[src/pdmc_pkg.sv]
// Package: register map, field positions, reset values and state types
package pdmc_pkg;

  localparam logic [31:0] ADDR_CLOCK_STOP_CONTROL = 32'hFE0A0000;
  localparam logic [31:0] ADDR_CLOCK_STOP_CLEAR = 32'hFE0A0008;
  localparam logic [31:0] ADDR_STANDBY_CONTROL = 32'hFFC00004;
  localparam logic [31:0] ADDR_STANDBY_CONTROL_SECOND = 32'hFFC00010;

  // standby_control fields
  localparam int STANDBY_SELECT_BIT = 7;
  localparam int PERIPH_PIN_HIZ_BIT = 6;
  localparam int PERIPH_PULLUP_DISABLE_BIT = 5;
  localparam int DMA_MODULE_STOP_BIT = 4;
  localparam int SERIAL2_MODULE_STOP_BIT = 3;
  localparam int TIMER_MODULE_STOP_BIT = 2;
  localparam int RTCLOCK_MODULE_STOP_BIT = 1;
  localparam int SERIAL1_MODULE_STOP_BIT = 0;

  // standby_control_second fields
  localparam int DEEP_SLEEP_SELECT_BIT = 7;
  localparam int STATUS_DRIVE_BIT = 6;
  localparam logic [7:0] STANDBY_CONTROL_SECOND_MASK = 8'hC3;

  // clock_stop_control implemented bits
  localparam int CLOCK_STOP_WIDTH = 3;

  localparam logic [7:0] STANDBY_CONTROL_RESET = 8'h00;
  localparam logic [7:0] STANDBY_CONTROL_SECOND_RESET = 8'h00;
  localparam logic [2:0] CLOCK_STOP_RESET = 3'h0;

  localparam logic [1:0] RESP_OKAY = 2'h0;
  localparam logic [1:0] RESP_SLVERR = 2'h2;

  typedef enum logic [2:0] {
    PDMC_NORMAL,
    PDMC_SLEEP,
    PDMC_DEEP_SLEEP,
    PDMC_STANDBY,
    PDMC_HW_STANDBY
  } pdmc_mode_t;

  typedef enum logic [2:0] {
    PDMC_SEL_NONE,
    PDMC_SEL_CLOCK_STOP,
    PDMC_SEL_CLOCK_CLEAR,
    PDMC_SEL_STANDBY,
    PDMC_SEL_STANDBY_SECOND
  } pdmc_sel_t;

  // Outputs toward the rest of the chip
  typedef struct packed {
    logic proc_state_hi;
    logic proc_state_lo;
    logic proc_state_oe;
    logic cpu_halt;
    logic clock_generator_halt;
    logic [4:0] module_clock_stop;
    logic [2:0] clock_stop;
    logic [1:0] aux_module_stop;
    logic periph_pin_hiz;
    logic periph_pullup_en;
    logic all_pins_hiz;
    logic mem_refresh_en;
    logic mem_self_refresh;
    logic rtclock_count_en;
  } pdmc_out_t;

  typedef struct packed {
    pdmc_mode_t mode;
    logic [7:0] standby_control;
    logic [7:0] standby_control_second;
    logic [2:0] clock_stop_control;
    logic awready;
    logic wready;
    logic aw_held;
    logic [31:0] awaddr;
    logic w_held;
    logic [31:0] wdata;
    logic [3:0] wstrb;
    logic bvalid;
    logic [1:0] bresp;
    logic arready;
    logic rvalid;
    logic [31:0] rdata;
    logic [1:0] rresp;
    pdmc_out_t out;
  } pdmc_state_t;

  localparam pdmc_out_t OUT_RESET = '{
    proc_state_hi: 1'b1, proc_state_lo: 1'b1, proc_state_oe: 1'b1,
    cpu_halt: 1'b0, clock_generator_halt: 1'b0,
    module_clock_stop: 5'h00, clock_stop: 3'h0, aux_module_stop: 2'h0,
    periph_pin_hiz: 1'b0, periph_pullup_en: 1'b1, all_pins_hiz: 1'b0,
    mem_refresh_en: 1'b1, mem_self_refresh: 1'b0, rtclock_count_en: 1'b0
  };

  localparam pdmc_state_t STATE_RESET = '{
    mode: PDMC_NORMAL,
    standby_control: STANDBY_CONTROL_RESET,
    standby_control_second: STANDBY_CONTROL_SECOND_RESET,
    clock_stop_control: CLOCK_STOP_RESET,
    awready: 1'b1, wready: 1'b1,
    aw_held: 1'b0, awaddr: 32'h00000000,
    w_held: 1'b0, wdata: 32'h00000000, wstrb: 4'h0,
    bvalid: 1'b0, bresp: 2'h0,
    arready: 1'b1, rvalid: 1'b0, rdata: 32'h00000000, rresp: 2'h0,
    out: OUT_RESET
  };

endpackage

[src/pdmc_power_down_mode_control.sv]
// Power-down mode controller with an AXI4-Lite register slave
//
// Design decision made here: register access over AXI4-Lite.
`timescale 1ns/100ps
`default_nettype none
module pdmc_power_down_mode_control (
  input wire logic aclk,
  input wire logic aresetn,
  input wire logic [31:0] s_axi_awaddr,
  input wire logic [2:0] s_axi_awprot,
  input wire logic s_axi_awvalid,
  output logic s_axi_awready,
  input wire logic [31:0] s_axi_wdata,
  input wire logic [3:0] s_axi_wstrb,
  input wire logic s_axi_wvalid,
  output logic s_axi_wready,
  output logic [1:0] s_axi_bresp,
  output logic s_axi_bvalid,
  input wire logic s_axi_bready,
  input wire logic [31:0] s_axi_araddr,
  input wire logic [2:0] s_axi_arprot,
  input wire logic s_axi_arvalid,
  output logic s_axi_arready,
  output logic [31:0] s_axi_rdata,
  output logic [1:0] s_axi_rresp,
  output logic s_axi_rvalid,
  input wire logic s_axi_rready,
  input wire logic sleep_instr,
  input wire logic sleep_request_n,
  input wire logic hw_standby_request_n,
  input wire logic wake_interrupt,
  input wire logic watchdog_overflow,
  input wire logic rtclock_start,
  output pdmc_pkg::pdmc_out_t ctrl
);

  pdmc_pkg::pdmc_state_t st;
  pdmc_pkg::pdmc_state_t next_st;

  // Full-address decode shared by the read and write paths
  function automatic pdmc_pkg::pdmc_sel_t reg_select(input logic [31:0] a);
    reg_select = pdmc_pkg::PDMC_SEL_NONE;
    case (a)
      pdmc_pkg::ADDR_CLOCK_STOP_CONTROL: begin
        reg_select = pdmc_pkg::PDMC_SEL_CLOCK_STOP;
      end
      pdmc_pkg::ADDR_CLOCK_STOP_CLEAR: begin
        reg_select = pdmc_pkg::PDMC_SEL_CLOCK_CLEAR;
      end
      pdmc_pkg::ADDR_STANDBY_CONTROL: begin
        reg_select = pdmc_pkg::PDMC_SEL_STANDBY;
      end
      pdmc_pkg::ADDR_STANDBY_CONTROL_SECOND: begin
        reg_select = pdmc_pkg::PDMC_SEL_STANDBY_SECOND;
      end
      default: begin
        reg_select = pdmc_pkg::PDMC_SEL_NONE;
      end
    endcase
  endfunction

  always_comb begin
    pdmc_pkg::pdmc_sel_t wsel;
    pdmc_pkg::pdmc_sel_t rsel;
    logic standby_select;
    logic deep_sleep_select;
    logic halted_all;
    logic deep;
    wsel = pdmc_pkg::PDMC_SEL_NONE;
    rsel = pdmc_pkg::PDMC_SEL_NONE;
    standby_select = 1'b0;
    deep_sleep_select = 1'b0;
    halted_all = 1'b0;
    deep = 1'b0;
    next_st = st;

    // Write channel: address and data taken independently
    if (s_axi_bvalid && s_axi_bready) begin
      next_st.bvalid = 1'b0;
    end
    if (s_axi_awvalid && st.awready) begin
      next_st.aw_held = 1'b1;
      next_st.awaddr = s_axi_awaddr;
    end
    if (s_axi_wvalid && st.wready) begin
      next_st.w_held = 1'b1;
      next_st.wdata = s_axi_wdata;
      next_st.wstrb = s_axi_wstrb;
    end
    if (st.aw_held && st.w_held && !st.bvalid) begin
      wsel = reg_select(st.awaddr);
      next_st.aw_held = 1'b0;
      next_st.w_held = 1'b0;
      next_st.bvalid = 1'b1;
      next_st.bresp = pdmc_pkg::RESP_OKAY;
      case (wsel)
        pdmc_pkg::PDMC_SEL_STANDBY: begin
          if (st.wstrb[0]) begin
            next_st.standby_control = st.wdata[7:0];
          end
        end
        pdmc_pkg::PDMC_SEL_STANDBY_SECOND: begin
          if (st.wstrb[0]) begin
            next_st.standby_control_second =
              st.wdata[7:0] & pdmc_pkg::STANDBY_CONTROL_SECOND_MASK;
          end
        end
        pdmc_pkg::PDMC_SEL_CLOCK_STOP: begin
          if (st.wstrb[0]) begin
            next_st.clock_stop_control = st.clock_stop_control |
              st.wdata[pdmc_pkg::CLOCK_STOP_WIDTH-1:0];
          end
        end
        pdmc_pkg::PDMC_SEL_CLOCK_CLEAR: begin
          if (st.wstrb[0]) begin
            next_st.clock_stop_control = st.clock_stop_control &
              ~st.wdata[pdmc_pkg::CLOCK_STOP_WIDTH-1:0];
          end
        end
        default: begin
          next_st.bresp = pdmc_pkg::RESP_SLVERR;
        end
      endcase
    end

    // Read channel
    if (s_axi_rvalid && s_axi_rready) begin
      next_st.rvalid = 1'b0;
    end
    if (s_axi_arvalid && st.arready) begin
      rsel = reg_select(s_axi_araddr);
      next_st.rvalid = 1'b1;
      next_st.rresp = pdmc_pkg::RESP_OKAY;
      next_st.rdata = 32'h00000000;
      case (rsel)
        pdmc_pkg::PDMC_SEL_STANDBY: begin
          next_st.rdata[7:0] = st.standby_control;
        end
        pdmc_pkg::PDMC_SEL_STANDBY_SECOND: begin
          next_st.rdata[7:0] = st.standby_control_second;
        end
        pdmc_pkg::PDMC_SEL_CLOCK_STOP: begin
          next_st.rdata[pdmc_pkg::CLOCK_STOP_WIDTH-1:0] =
            st.clock_stop_control;
        end
        pdmc_pkg::PDMC_SEL_CLOCK_CLEAR: begin
          next_st.rdata = 32'h00000000;
        end
        default: begin
          next_st.rresp = pdmc_pkg::RESP_SLVERR;
        end
      endcase
    end

    // Watchdog overflow reinitialises the registers
    if (watchdog_overflow) begin
      next_st.standby_control = pdmc_pkg::STANDBY_CONTROL_RESET;
      next_st.standby_control_second =
        pdmc_pkg::STANDBY_CONTROL_SECOND_RESET;
      next_st.clock_stop_control = pdmc_pkg::CLOCK_STOP_RESET;
    end

    next_st.awready = !next_st.aw_held && !next_st.bvalid;
    next_st.wready = !next_st.w_held && !next_st.bvalid;
    next_st.arready = !next_st.rvalid;

    // Mode sequencing
    standby_select = st.standby_control[pdmc_pkg::STANDBY_SELECT_BIT];
    deep_sleep_select = st.standby_control_second[pdmc_pkg::DEEP_SLEEP_SELECT_BIT];
    case (st.mode)
      pdmc_pkg::PDMC_NORMAL: begin
        if (!hw_standby_request_n) begin
          next_st.mode = pdmc_pkg::PDMC_HW_STANDBY;
        end else if (sleep_instr && standby_select) begin
          next_st.mode = pdmc_pkg::PDMC_STANDBY;
        end else if (sleep_instr && deep_sleep_select) begin
          next_st.mode = pdmc_pkg::PDMC_DEEP_SLEEP;
        end else if (sleep_instr) begin
          next_st.mode = pdmc_pkg::PDMC_SLEEP;
        end else if (!sleep_request_n) begin
          next_st.mode = pdmc_pkg::PDMC_SLEEP;
        end
      end
      pdmc_pkg::PDMC_SLEEP, pdmc_pkg::PDMC_DEEP_SLEEP,
      pdmc_pkg::PDMC_STANDBY: begin
        if (!hw_standby_request_n) begin
          next_st.mode = pdmc_pkg::PDMC_HW_STANDBY;
        end else if (wake_interrupt) begin
          next_st.mode = pdmc_pkg::PDMC_NORMAL;
        end
      end
      pdmc_pkg::PDMC_HW_STANDBY: begin
        next_st.mode = pdmc_pkg::PDMC_HW_STANDBY;
      end
      default: begin
        next_st.mode = pdmc_pkg::PDMC_NORMAL;
      end
    endcase
    if (watchdog_overflow && st.mode != pdmc_pkg::PDMC_HW_STANDBY) begin
      next_st.mode = pdmc_pkg::PDMC_NORMAL;
    end

    // Outputs follow the next mode and register values, except rtclock_count_en (from rtclock_start) and the watchdog status code
    halted_all = (next_st.mode == pdmc_pkg::PDMC_STANDBY) ||
                 (next_st.mode == pdmc_pkg::PDMC_HW_STANDBY);
    deep = next_st.mode == pdmc_pkg::PDMC_DEEP_SLEEP;
    next_st.out.cpu_halt = next_st.mode != pdmc_pkg::PDMC_NORMAL;
    next_st.out.clock_generator_halt = halted_all;
    // Each module clock stops on its own bit or a full halt; the DMA clock also stops in deep sleep
    next_st.out.module_clock_stop = next_st.standby_control[4:0] |
      {5{halted_all}};
    if (deep) begin
      next_st.out.module_clock_stop[pdmc_pkg::DMA_MODULE_STOP_BIT] =
        1'b1;
    end
    next_st.out.clock_stop = next_st.clock_stop_control;
    next_st.out.aux_module_stop = next_st.standby_control_second[1:0];
    next_st.out.periph_pin_hiz =
      ((next_st.mode == pdmc_pkg::PDMC_STANDBY) &&
       next_st.standby_control[pdmc_pkg::PERIPH_PIN_HIZ_BIT]) ||
      (next_st.mode == pdmc_pkg::PDMC_HW_STANDBY);
    next_st.out.periph_pullup_en =
      !next_st.standby_control[pdmc_pkg::PERIPH_PULLUP_DISABLE_BIT];
    next_st.out.all_pins_hiz =
      next_st.mode == pdmc_pkg::PDMC_HW_STANDBY;
    next_st.out.mem_self_refresh = deep ||
      (next_st.mode == pdmc_pkg::PDMC_STANDBY);
    next_st.out.mem_refresh_en = !next_st.out.mem_self_refresh &&
      (next_st.mode != pdmc_pkg::PDMC_HW_STANDBY);
    next_st.out.rtclock_count_en = rtclock_start;

    next_st.out.proc_state_oe = 1'b1;
    case (next_st.mode)
      pdmc_pkg::PDMC_SLEEP, pdmc_pkg::PDMC_DEEP_SLEEP: begin
        next_st.out.proc_state_hi = 1'b1;
        next_st.out.proc_state_lo = 1'b0;
      end
      pdmc_pkg::PDMC_STANDBY: begin
        next_st.out.proc_state_hi = 1'b0;
        next_st.out.proc_state_lo = 1'b1;
      end
      pdmc_pkg::PDMC_HW_STANDBY: begin
        next_st.out.proc_state_hi = 1'b0;
        next_st.out.proc_state_lo = 1'b1;
        next_st.out.proc_state_oe =
          next_st.standby_control_second[pdmc_pkg::STATUS_DRIVE_BIT];
      end
      default: begin
        next_st.out.proc_state_hi = 1'b0;
        next_st.out.proc_state_lo = 1'b0;
      end
    endcase
    // Hardware standby keeps its 01 status code even if a watchdog fires; the watchdog still clears the status drive bit that sets proc_state_oe
    if (watchdog_overflow && next_st.mode != pdmc_pkg::PDMC_HW_STANDBY) begin
      next_st.out.proc_state_hi = 1'b1;
      next_st.out.proc_state_lo = 1'b1;
      next_st.out.proc_state_oe = 1'b1;
    end
  end

  always_ff @(posedge aclk) begin
    if (!aresetn) begin
      st <= pdmc_pkg::STATE_RESET;
    end else begin
      st <= next_st;
    end
  end

  assign s_axi_awready = st.awready;
  assign s_axi_wready = st.wready;
  assign s_axi_bvalid = st.bvalid;
  assign s_axi_bresp = st.bresp;
  assign s_axi_arready = st.arready;
  assign s_axi_rvalid = st.rvalid;
  assign s_axi_rdata = st.rdata;
  assign s_axi_rresp = st.rresp;
  assign ctrl = st.out;

endmodule
`default_nettype wire

[config.mk]
export PLATFORM = sky130hd
export DESIGN_NAME = pdmc_power_down_mode_control
export DESIGN_NICKNAME = d
export VERILOG_FILES = /design/src/pdmc_pkg.sv /design/src/pdmc_power_down_mode_control.sv
export SDC_FILE = /design/constraint.sdc
export NUM_CORES = 1
export LEC_CHECK = 0
export BUFFER_PORTS_ARGS = -buffer_cell sky130_fd_sc_hd__buf_2
export CORE_ASPECT_RATIO = 0.7
export CORE_MARGIN = 2
export CORE_UTILIZATION = 40
export DETAILED_ROUTE_END_ITERATION = 12
export GPL_ROUTABILITY_DRIVEN = 0
export PLACE_DENSITY = 0.66
export SYNTH_ARGS = -nofsm -noshare
export SYNTH_HDL_FRONTEND = slang
export SYNTH_SLANG_ARGS = --single-unit
[constraint.sdc]
create_clock -name aclk -period 3.5 [get_ports aclk]
set_input_delay 0.525 -clock aclk [delete_from_list [all_inputs] [get_ports aclk]]
set_output_delay 0.525 -clock aclk [all_outputs]
set_load 0.03 [all_outputs]
Yosys cells after proc, flatten, opt, wreduce, memory -nomap -nowiden --
Cells that the tools add are included.
Cells by class: bitwise logic cells 6, multiplexer cells 36, eq/ne operators 28, reductions and logical operators 39
Operator list (count):
- equality test 32 bit, second input constant | 8
- 2-to-1 mux 3 bit | 13
- 2-to-1 mux 37 bit | 1
- 2-to-1 mux 18 bit | 2
- 2-to-1 mux 35 bit | 1
- 2-to-1 mux 33 bit | 1
- equality test 3 x 2 -> 1 bit, second input constant | 8
- one-hot mux 3 bit (4 select lines) | 2
- one-hot mux 3 bit (3 select lines) | 2
- 2-to-1 mux 8 bit | 2
- logical AND 1 bit | 15
- 2-to-1 mux 7 bit | 2
- equality test 3 x 1 -> 1 bit, second input constant | 4
- equality test 3 bit, second input constant | 4
- one-hot mux 5 bit (2 select lines) | 1
- OR reduction 2 bit | 4
- OR reduction 4 bit | 2
- logical NOT 1 bit | 7
- inequality test 3 bit, second input constant | 2
- one-hot mux 3 bit (2 select lines) | 1
- AND reduction 3 bit | 2
- OR reduction 3 bit | 2
- 2-to-1 mux 1 bit | 5
- OR 5 bit | 1
- other kinds (12) | 17
Word-level totals: flip-flop bits (word level) 123, bits of input ports 119, output and inout bits 62

Logic depth before layout (Yosys ltp) --
Gate-level depths: netlist of run 1.
depth in word-level cells 11, depth in mapped cells 6, mapped depth without buffers 5

Worst setup path before layout of run 1 --
OpenSTA, ideal clock, no wires.
path type input to register, from input port s_axi_araddr[16], to register st, in the netlist s_axi_rdata[6], stages on the path 5, path slack 1.360 ns, arrival time 2.070 ns, cells stage by stage or4_4 > nor4_4 > nand4_2 > or4_1 > a21boi_1
Between the ends: longest elaborated chain between the ends 5
RTL lines:
- from (decl) | line pdmc_power_down_mode_control.sv:20 | input wire logic [31:0] s_axi_araddr,
- equality test 32 bit | line pdmc_power_down_mode_control.sv:43 | case (a)
- one-hot mux 3 bit (4 select lines) * | line pdmc_power_down_mode_control.sv:43
- 2-to-1 mux 3 bit * | line pdmc_power_down_mode_control.sv:130 | if (s_axi_arvalid && st.arready) begin
- equality test 3 bit / equality test 3 x 2 -> 1 bit (equally long branches) | line pdmc_power_down_mode_control.sv:135 | case (rsel)
- one-hot mux 5 bit (2 select lines) * | line pdmc_power_down_mode_control.sv:135
- to (signal assigned) | line pdmc_power_down_mode_control.sv:263 | st <= pdmc_pkg::STATE_RESET;
- to (signal assigned) | line pdmc_power_down_mode_control.sv:265 | st <= next_st;
- to (decl) | line pdmc_power_down_mode_control.sv:37 | pdmc_pkg::pdmc_state_t st;
Mark *: on every way between the ends. The rest lies on a longest branch, timed or not. The select of a mux whose other input is x is not followed. A chain may end at the register's enable or synchronous reset.

Final worst setup path of run 1 --
from register st[128] in the netlist's numbering, to register st, in the netlist ctrl[15]
Between the ends: longest elaborated chain between the ends 9
RTL lines:
- equality test 32 bit | line pdmc_power_down_mode_control.sv:43
- one-hot mux 3 bit (4 select lines) * | line pdmc_power_down_mode_control.sv:43
- 2-to-1 mux 3 bit * | line pdmc_power_down_mode_control.sv:90 | if (st.aw_held && st.w_held && !st.bvalid) begin
- equality test 3 x 2 -> 1 bit * | line pdmc_power_down_mode_control.sv:96 | case (wsel)
- 2-to-1 mux 7 bit * | line pdmc_power_down_mode_control.sv:96
- 2-to-1 mux 18 bit * | line pdmc_power_down_mode_control.sv:90
- 2-to-1 mux 18 bit * | line pdmc_power_down_mode_control.sv:156 | if (watchdog_overflow) begin
- OR 5 bit * | line pdmc_power_down_mode_control.sv:210 | next_st.out.module_clock_stop = next_st.standby_control[4:0] |
- 2-to-1 mux 1 bit * | line pdmc_power_down_mode_control.sv:212 | if (deep) begin
Marks and branches as above.

==> impl_metrics.csv, run 1 <==
group,metric,value,unit
grt,grt_pass1_vias,3055,
timing,worst_pin_slew,1.07,ns
yosys,synth_seq_cells,92,
setup_path,reg2reg_depth,5,
yosys,yosysWarnings,0,
setup_path,crit_type,"reg2reg",
floorplanning,num_rows,30,
drt,vias,3303,
timing,fin_skew,0.00436,ns
min_path,hold_end,"ctrl[0]",
drt,drt_iter0_drc,216,
grt,grt_max_degree,40,
job,cap_violations,0,
setup_path,r2r-start,"st[128]",
place,place_area,4480,um2
min_path,min_path_cells,2,
drt,routed_wl,9630,um
clocking,clockBufferDepth,2,
finish,n_antenna_cell,0,
floorplanning,dieArea,11100,um2
clocking,ctsHoldBuffers,0,
min_path,hold_start,"rtclock_start",
timing,relSlewSlack,28.8,%
drt,first_pass_iters,4,
grt,grt_usage,17.0,%
timing,finalHoldViolCount,0,
min_path,hp-class,"in2reg",
yosys,avgSynthCellArea,8.88,um2
floorplanning,die_h,88.9,um
clocking,cts_resized,0,
timing,setup_ws,1.12,ns
finish,final_nets,666,
power_and_ir_drop,clkPwrFrac,40.0,%
clocking,htreeDepth,3,
clocking,cts_root_buffer,"clkbuf_16",
setup_path,regToRegSetupSlack,1.12,ns
place,hpwlAfterDp,7350,um
power_and_ir_drop,seq_power_share,47.8,%
setup_path,arrival,2.58,ns
drt,vias_per_cell,4.86,
setup_path,r2r-end,"ctrl[15]",
grt,grt_first_pass_wirelength,14900,um
yosys,synth_edf_count,0,
power_and_ir_drop,power_switching_share,26.2,%
clocking,cts_buffers,9,
power_and_ir_drop,p_int,1.75,mW
timing,tns,0,ns
yosys,synth.distinct_cells,54,
setup_path,crit_required,3.70,ns
yosys,synthArstFlopShare,0,%
place,place.port_buffers,121,
yosys,synthesis.area,4120,um2
run_status,status,"finished, final reports clean",
clocking,insertion_delay,0.34,ns
yosys,synth-seq-area-share,44.7,%
timing,post-route-min-period,2.38,ns
timing,setup_viol,0,
finish,area_growth,15.8,%
grt,grt_remaining_overflow,0,
power_and_ir_drop,p_per_area,498,nW/um2
finish,design_area,4770,um2
clocking,cts_tree,"done",
setup_path,end_kind,"flip-flop",
yosys,synth_ff_type,"dfxtp_1",
clocking,clock-sinks,92,
power_and_ir_drop,leakagePower,2.16,nW
timing,slew_violations,0,
timing,grt_setup_unrepaired,"no",
place,pre_cts_slack,1.08,ns
yosys,postSynthCellCount,464,
setup_path,cp_max_fo,6,
floorplanning,fp.dieW,125,um
power_and_ir_drop,p_switching,623,uW
power_and_ir_drop,combPwrFrac,12.2,%
timing,max_freq,0.421,GHz
finish,drive_above_1_share,26.6,%
floorplanning,fp.coreArea,9870,um2
power_and_ir_drop,vdd_drop_max,0.238,mV
timing,hold_ws,0.389,ns
setup_path,start_kind,"flip-flop",
drt,drc,0,
drt,ant_nets,0,
clocking,post-cts-setup-buffers,0,
clocking,clkTransAtPathRegs,0.06,ns
floorplanning,io_pins,181,
grt,antenna_found_initial,0,
floorplanning,start_util,41.7,%
drt,wl_per_cell,14.2,um
timing,fin_crit_sh,67.9,%
==> registers in the layout (all words and copies together) (netlist names) <==
register	count
ctrl	19
s_axi_rvalid	1
s_axi_rdata	8
s_axi_bresp	1
s_axi_bvalid	1
s_axi_rresp	1
s_axi_arready	1
s_axi_wready	1
s_axi_awready	1
st	58
==> power by group through the flow <==
| stage | logic (mW) | clock network (mW) | registers (mW) |
|---|---|---|---|
| 2_1_floorplan | 0.226 | 0 | 1.16 |
| 3_3_place_gp | 0.283 | 0 | 1.16 |
| 3_5_place_dp | 0.289 | 0 | 1.16 |
| 4_1_cts | 0.290 | 0.972 | 1.14 |
| 5_1_grt | 0.319 | 1.01 | 1.14 |
| 6_report | 0.289 | 0.951 | 1.14 |
==> metal layers <==
layer,wire (um),vias to the layer above,global-route usage [%],part of all wire [%]
li1,-,1659,-,-
met1,4830,1524,23.8,50
met2,4110,111,25.1,43
met3,568,9,5.33,5.9
met4,119,0,5.66,1.2
met5,0,-,0,0
==> placed cells by master (no fill, tap or decap), drive strengths merged, types with 2 or more instances in the layout <==
| cell type | netlist | layout |
|---|---|---|
| and2b | 2 | 2 |
| nor3 | 4 | 4 |
| a32o | 3 | 3 |
| clkbuf | 16 | 9 |
| o21ai | 17 | 17 |
| clkinvlp | 0 | 3 |
| inv | 5 | 5 |
| nor4 | 7 | 7 |
| a2111oi | 2 | 2 |
| nand4 | 5 | 5 |
| mux2i | 15 | 15 |
| or4 | 4 | 4 |
| nor2 | 20 | 20 |
| nand4b | 4 | 4 |
| nor4b | 4 | 4 |
| and3 | 2 | 2 |
| nand2b | 8 | 8 |
| or2 | 2 | 2 |
| o21a | 2 | 2 |
| and4b | 2 | 2 |
| nand2 | 100 | 100 |
| dfxtp | 92 | 92 |
| buf | 60 | 123 |
| and4 | 2 | 2 |
| a221oi | 2 | 2 |
| conb | 1 | 26 |
| and2 | 13 | 13 |
| a21boi | 43 | 43 |
| and3b | 3 | 3 |
| a22oi | 3 | 3 |
| clkinv | 0 | 3 |
| nor2b | 4 | 4 |
==> area by class of cell <==
class,instances,area (um2)
timing repair buffer,123,621
tap,128,160
fill,971,5100
inverter,5,18.8
sequential,92,1840
multi-input combinational,316,1840
clock inverter,7,67.6
clock buffer,9,225
==> worst max-delay path by stage <==
stage,cells after the start,end,from,slack [ns]
4_1_cts,5,ctrl[15],st[128],1.09
5_1_grt,5,ctrl[15],st[128],0.94
3_3_place_gp,6,s_axi_rdata[6],s_axi_araddr[16],1.11
6_report,5,ctrl[15],st[128],1.12
3_5_place_dp,6,s_axi_rdata[6],s_axi_araddr[16],1.08
2_1_floorplan,5,s_axi_rdata[6],s_axi_araddr[16],1.36
==> synthesized netlist by cell type (4+ instances only) <==
master    instances  share of area, %
nand2_1         100               9.1
buf_4            57                10
dfxtp_1          92                45
nor4b_1           4              0.85
mux2i_1          15               3.6
clkbuf_1         15               1.4
nor2b_1           4              0.61
nor3_1            4              0.49
a21boi_0         41               7.5
and2_1           13               2.0
nor4_1            6              0.91
o21ai_0          17               2.1
nand4_1           4              0.61
inv_1             5              0.46
nand2b_1          8               1.2
nor2_1           20               1.8
nand4b_1          4              0.85
==> worst max-delay path: stages (launching register included) <==
cell	delay, ns
dfxtp_1	0.32
nor4bb_1	0.56
and4_1	0.42
nand4_1	0.36
mux2i_1	0.46
o21ai_0	0.12
==> metrics by stage <==
stage	instances	util (%)	total power, mW
floorplan	489	-	1.39
global placement	664	45.4	1.44
detailed placement	664	45.4	1.45
CTS	680	48.3	2.40
global route	680	48.3	2.48
finish	680	48.3	2.38
==> kinds of logic after synthesis <==
family	Yosys count	synth area share [%]
XOR/XNOR	1	0.213
AO/OA/AOI/OAI	82	14.5
buffers and inverters	81	13.0
flip-flops	92	44.7
AND/OR/NAND/NOR	192	23.8
other	1	0.0910
multiplexers	15	3.64
No activity file was read; power rests on OpenSTA's default activity.
==> inputs of run 2 (changes only) <==
PLACE_DENSITY = 0.69   (was 0.66)
clock period = 2 ns   (was 3.5 ns; I/O delays follow)
==> run 2 against run 1 <==
Via count increased by 1.0%. Non-clock buffer count grew 20. Die area stayed put. Wire length fell by 0.88%. Final cell count up 2.9%. Core utilization is 2.3 points higher. Register-to-register slack got worse by 0.96 ns. First-iteration DRC count shrank 48%. Highest routed layer unchanged.
==> impl_metrics.csv, run 2 (synthesized netlist as in run 1, its figures left out) <==
group,metric,value,unit
run_status,status,"finished, final reports clean",
drt,vias_per_cell,4.77,
power_and_ir_drop,power_switching_share,24.4,%
place,hpwlAfterDp,7390,um
setup_path,cp.depth,7,
finish,area_growth,21.4,%
drt,drt_iter0_drc,113,
clocking,insertion_delay,0.34,ns
setup_path,crit_path_start,"st[97]",
finish,drive_above_1_share,30.2,%
timing,relSlewSlack,59.0,%
setup_path,reg2reg_depth,7,
setup_path,worst-path-buf-inv,2,
power_and_ir_drop,p_per_area,883,nW/um2
timing,fin_crit_sh,91.8,%
floorplanning,start_util,41.7,%
power_and_ir_drop,p_switching,1.08,mW
floorplanning,dieArea,11100,um2
setup_path,cp_slowest_cell,"nor4b_2",
timing,post-route-min-period,1.84,ns
setup_path,critPathTopFamily,"simple AND/OR/NAND/NOR gates",
power_and_ir_drop,seq_power_share,45.0,%
floorplanning,fp.dieW,125,um
setup_path,arrival,2.05,ns
timing,tns,0,ns
setup_path,end_kind,"flip-flop",
power_and_ir_drop,clkPwrFrac,43.1,%
grt,grt_usage,17.3,%
finish,fillerInstances,952,
floorplanning,die_h,88.9,um
grt,antenna_found_initial,0,
floorplanning,io_pins,181,
floorplanning,num_rows,30,
drt,wl_per_cell,13.6,um
drt,drc,0,
clocking,cts_tree,"done",
setup_path,r2r-start,"st[97]",
setup_path,r2r-end,"ctrl[15]",
clocking,clkTransAtPathRegs,0.06,ns
min_path,hp-class,"in2reg",
clocking,clock-sinks,92,
clocking,htreeDepth,3,
clocking,cts_root_buffer,"clkbuf_16",
drt,vias,3336,
timing,worst_pin_slew,0.610,ns
finish,regMostFlops,"st",
grt,grt_remaining_overflow,0,
setup_path,crit_required,2.22,ns
power_and_ir_drop,leakagePower,2.26,nW
setup_path,regToRegSetupSlack,0.16,ns
grt,grt_pass1_vias,3234,
finish,final_nets,686,
grt,grt_first_pass_wirelength,15200,um
setup_path,start_kind,"flip-flop",
power_and_ir_drop,combPwrFrac,11.8,%
timing,slew_violations,0,
clocking,post-cts-setup-buffers,0,
timing,setup_ws,0.163,ns
place,place.port_buffers,121,
place,pre_cts_slack,-0.0937,ns
clocking,ctsHoldBuffers,0,
power_and_ir_drop,p_int,3.34,mW
timing,setup_viol,0,
setup_path,crit_chain,"or2_2 -> nor4b_2 -> nand4_1 -> buf_4 -> mux2i_1 -> buf_4 -> o21ai_0",
clocking,clockBufferDepth,2,
drt,routed_wl,9540,um
setup_path,endpoint,"ctrl[15]",
timing,grt_setup_unrepaired,"no",
setup_path,cp_max_fo,4,
job,cap_violations,0,
setup_path,max_stage_delay,0.37,ns
finish,n_antenna_cell,0,
setup_path,critical_path.most_common_cell,"buf_4",
finish,final_common_cell,"buf_2",
drt,first_pass_iters,4,
timing,finalHoldViolCount,0,
finish,final_cell_mix,"buf_2 (121), nand2_1 (100), dfxtp_1 (92)",
timing,hold_ws,0.168,ns
drt,ant_nets,0,
timing,max_freq,0.544,GHz
finish,largest_reg_flops,58,
grt,grt_max_degree,34,
floorplanning,fp.coreArea,9870,um2
timing,fin_skew,0.00518,ns
power_and_ir_drop,vdd_drop_max,0.602,mV
clocking,cts_buffers,9,
setup_path,crit_type,"reg2reg",
## run 2: worst min-delay path by stage
stage,cells past startpoint,endpoint,start
3_3_place_gp,2,s_axi_rdata[7],s_axi_rdata[7]
2_1_floorplan,1,ctrl[18],watchdog_overflow
3_5_place_dp,2,s_axi_rdata[7],s_axi_rdata[7]
6_report,2,ctrl[0],rtclock_start
4_1_cts,2,ctrl[0],rtclock_start
5_1_grt,2,ctrl[0],rtclock_start
## run 2: stage by stage
step,power (mW),instances,area (um2),util (%)
2_1_floorplan,2.43,489,4210,-
3_3_place_gp,2.53,684,4630,46.9
3_5_place_dp,2.55,684,4630,46.9
4_1_cts,4.47,700,4970,50.3
5_1_grt,4.63,700,5000,50.7
6_report,4.42,700,5000,50.7
## run 2: worst register-to-register path: cells and delay by family, from the launching register on
family,cells,cell delay (ns)
AO/OA/AOI/OAI,1,0.07
buffers and inverters,2,0.35
flip-flops,1,0.31
multiplexers,1,0.15
AND/OR/NAND/NOR,3,0.85
## run 2: metal layers
layer  track usage (%)  part of all wire (%)
met5                 0                     0
met4              4.75                  0.92
met3              5.75                   5.6
met2              26.2                    43
met1              23.8                    51
## run 2: layout make-up
class | instances | area (um2) | area share, %
clock buffer | 10 | 229 | 4.58
clock inverter | 6 | 113 | 2.25
inverter | 5 | 18.8 | 0.375
timing repair buffer | 143 | 771 | 15.4
multi-input combinational | 316 | 1870 | 37.4
sequential | 92 | 1840 | 36.8
tap | 128 | 160 | 3.20
## run 2: repair_timing
| action | CTS | global route |
|---|---|---|
| gates resized for setup | 0 | 10 |
| endpoints found under the hold margin | 0 | 0 |
| setup endpoints to repair | 0 | 15 |
## run 2: power groups by stage
stage	clock [mW]	combinational [mW]	sequential (mW)
6_report	1.91	0.523	1.99
5_1_grt	2.05	0.580	2.00
4_1_cts	1.96	0.521	1.99
3_5_place_dp	0	0.520	2.03
3_3_place_gp	0	0.509	2.02
2_1_floorplan	0	0.396	2.03
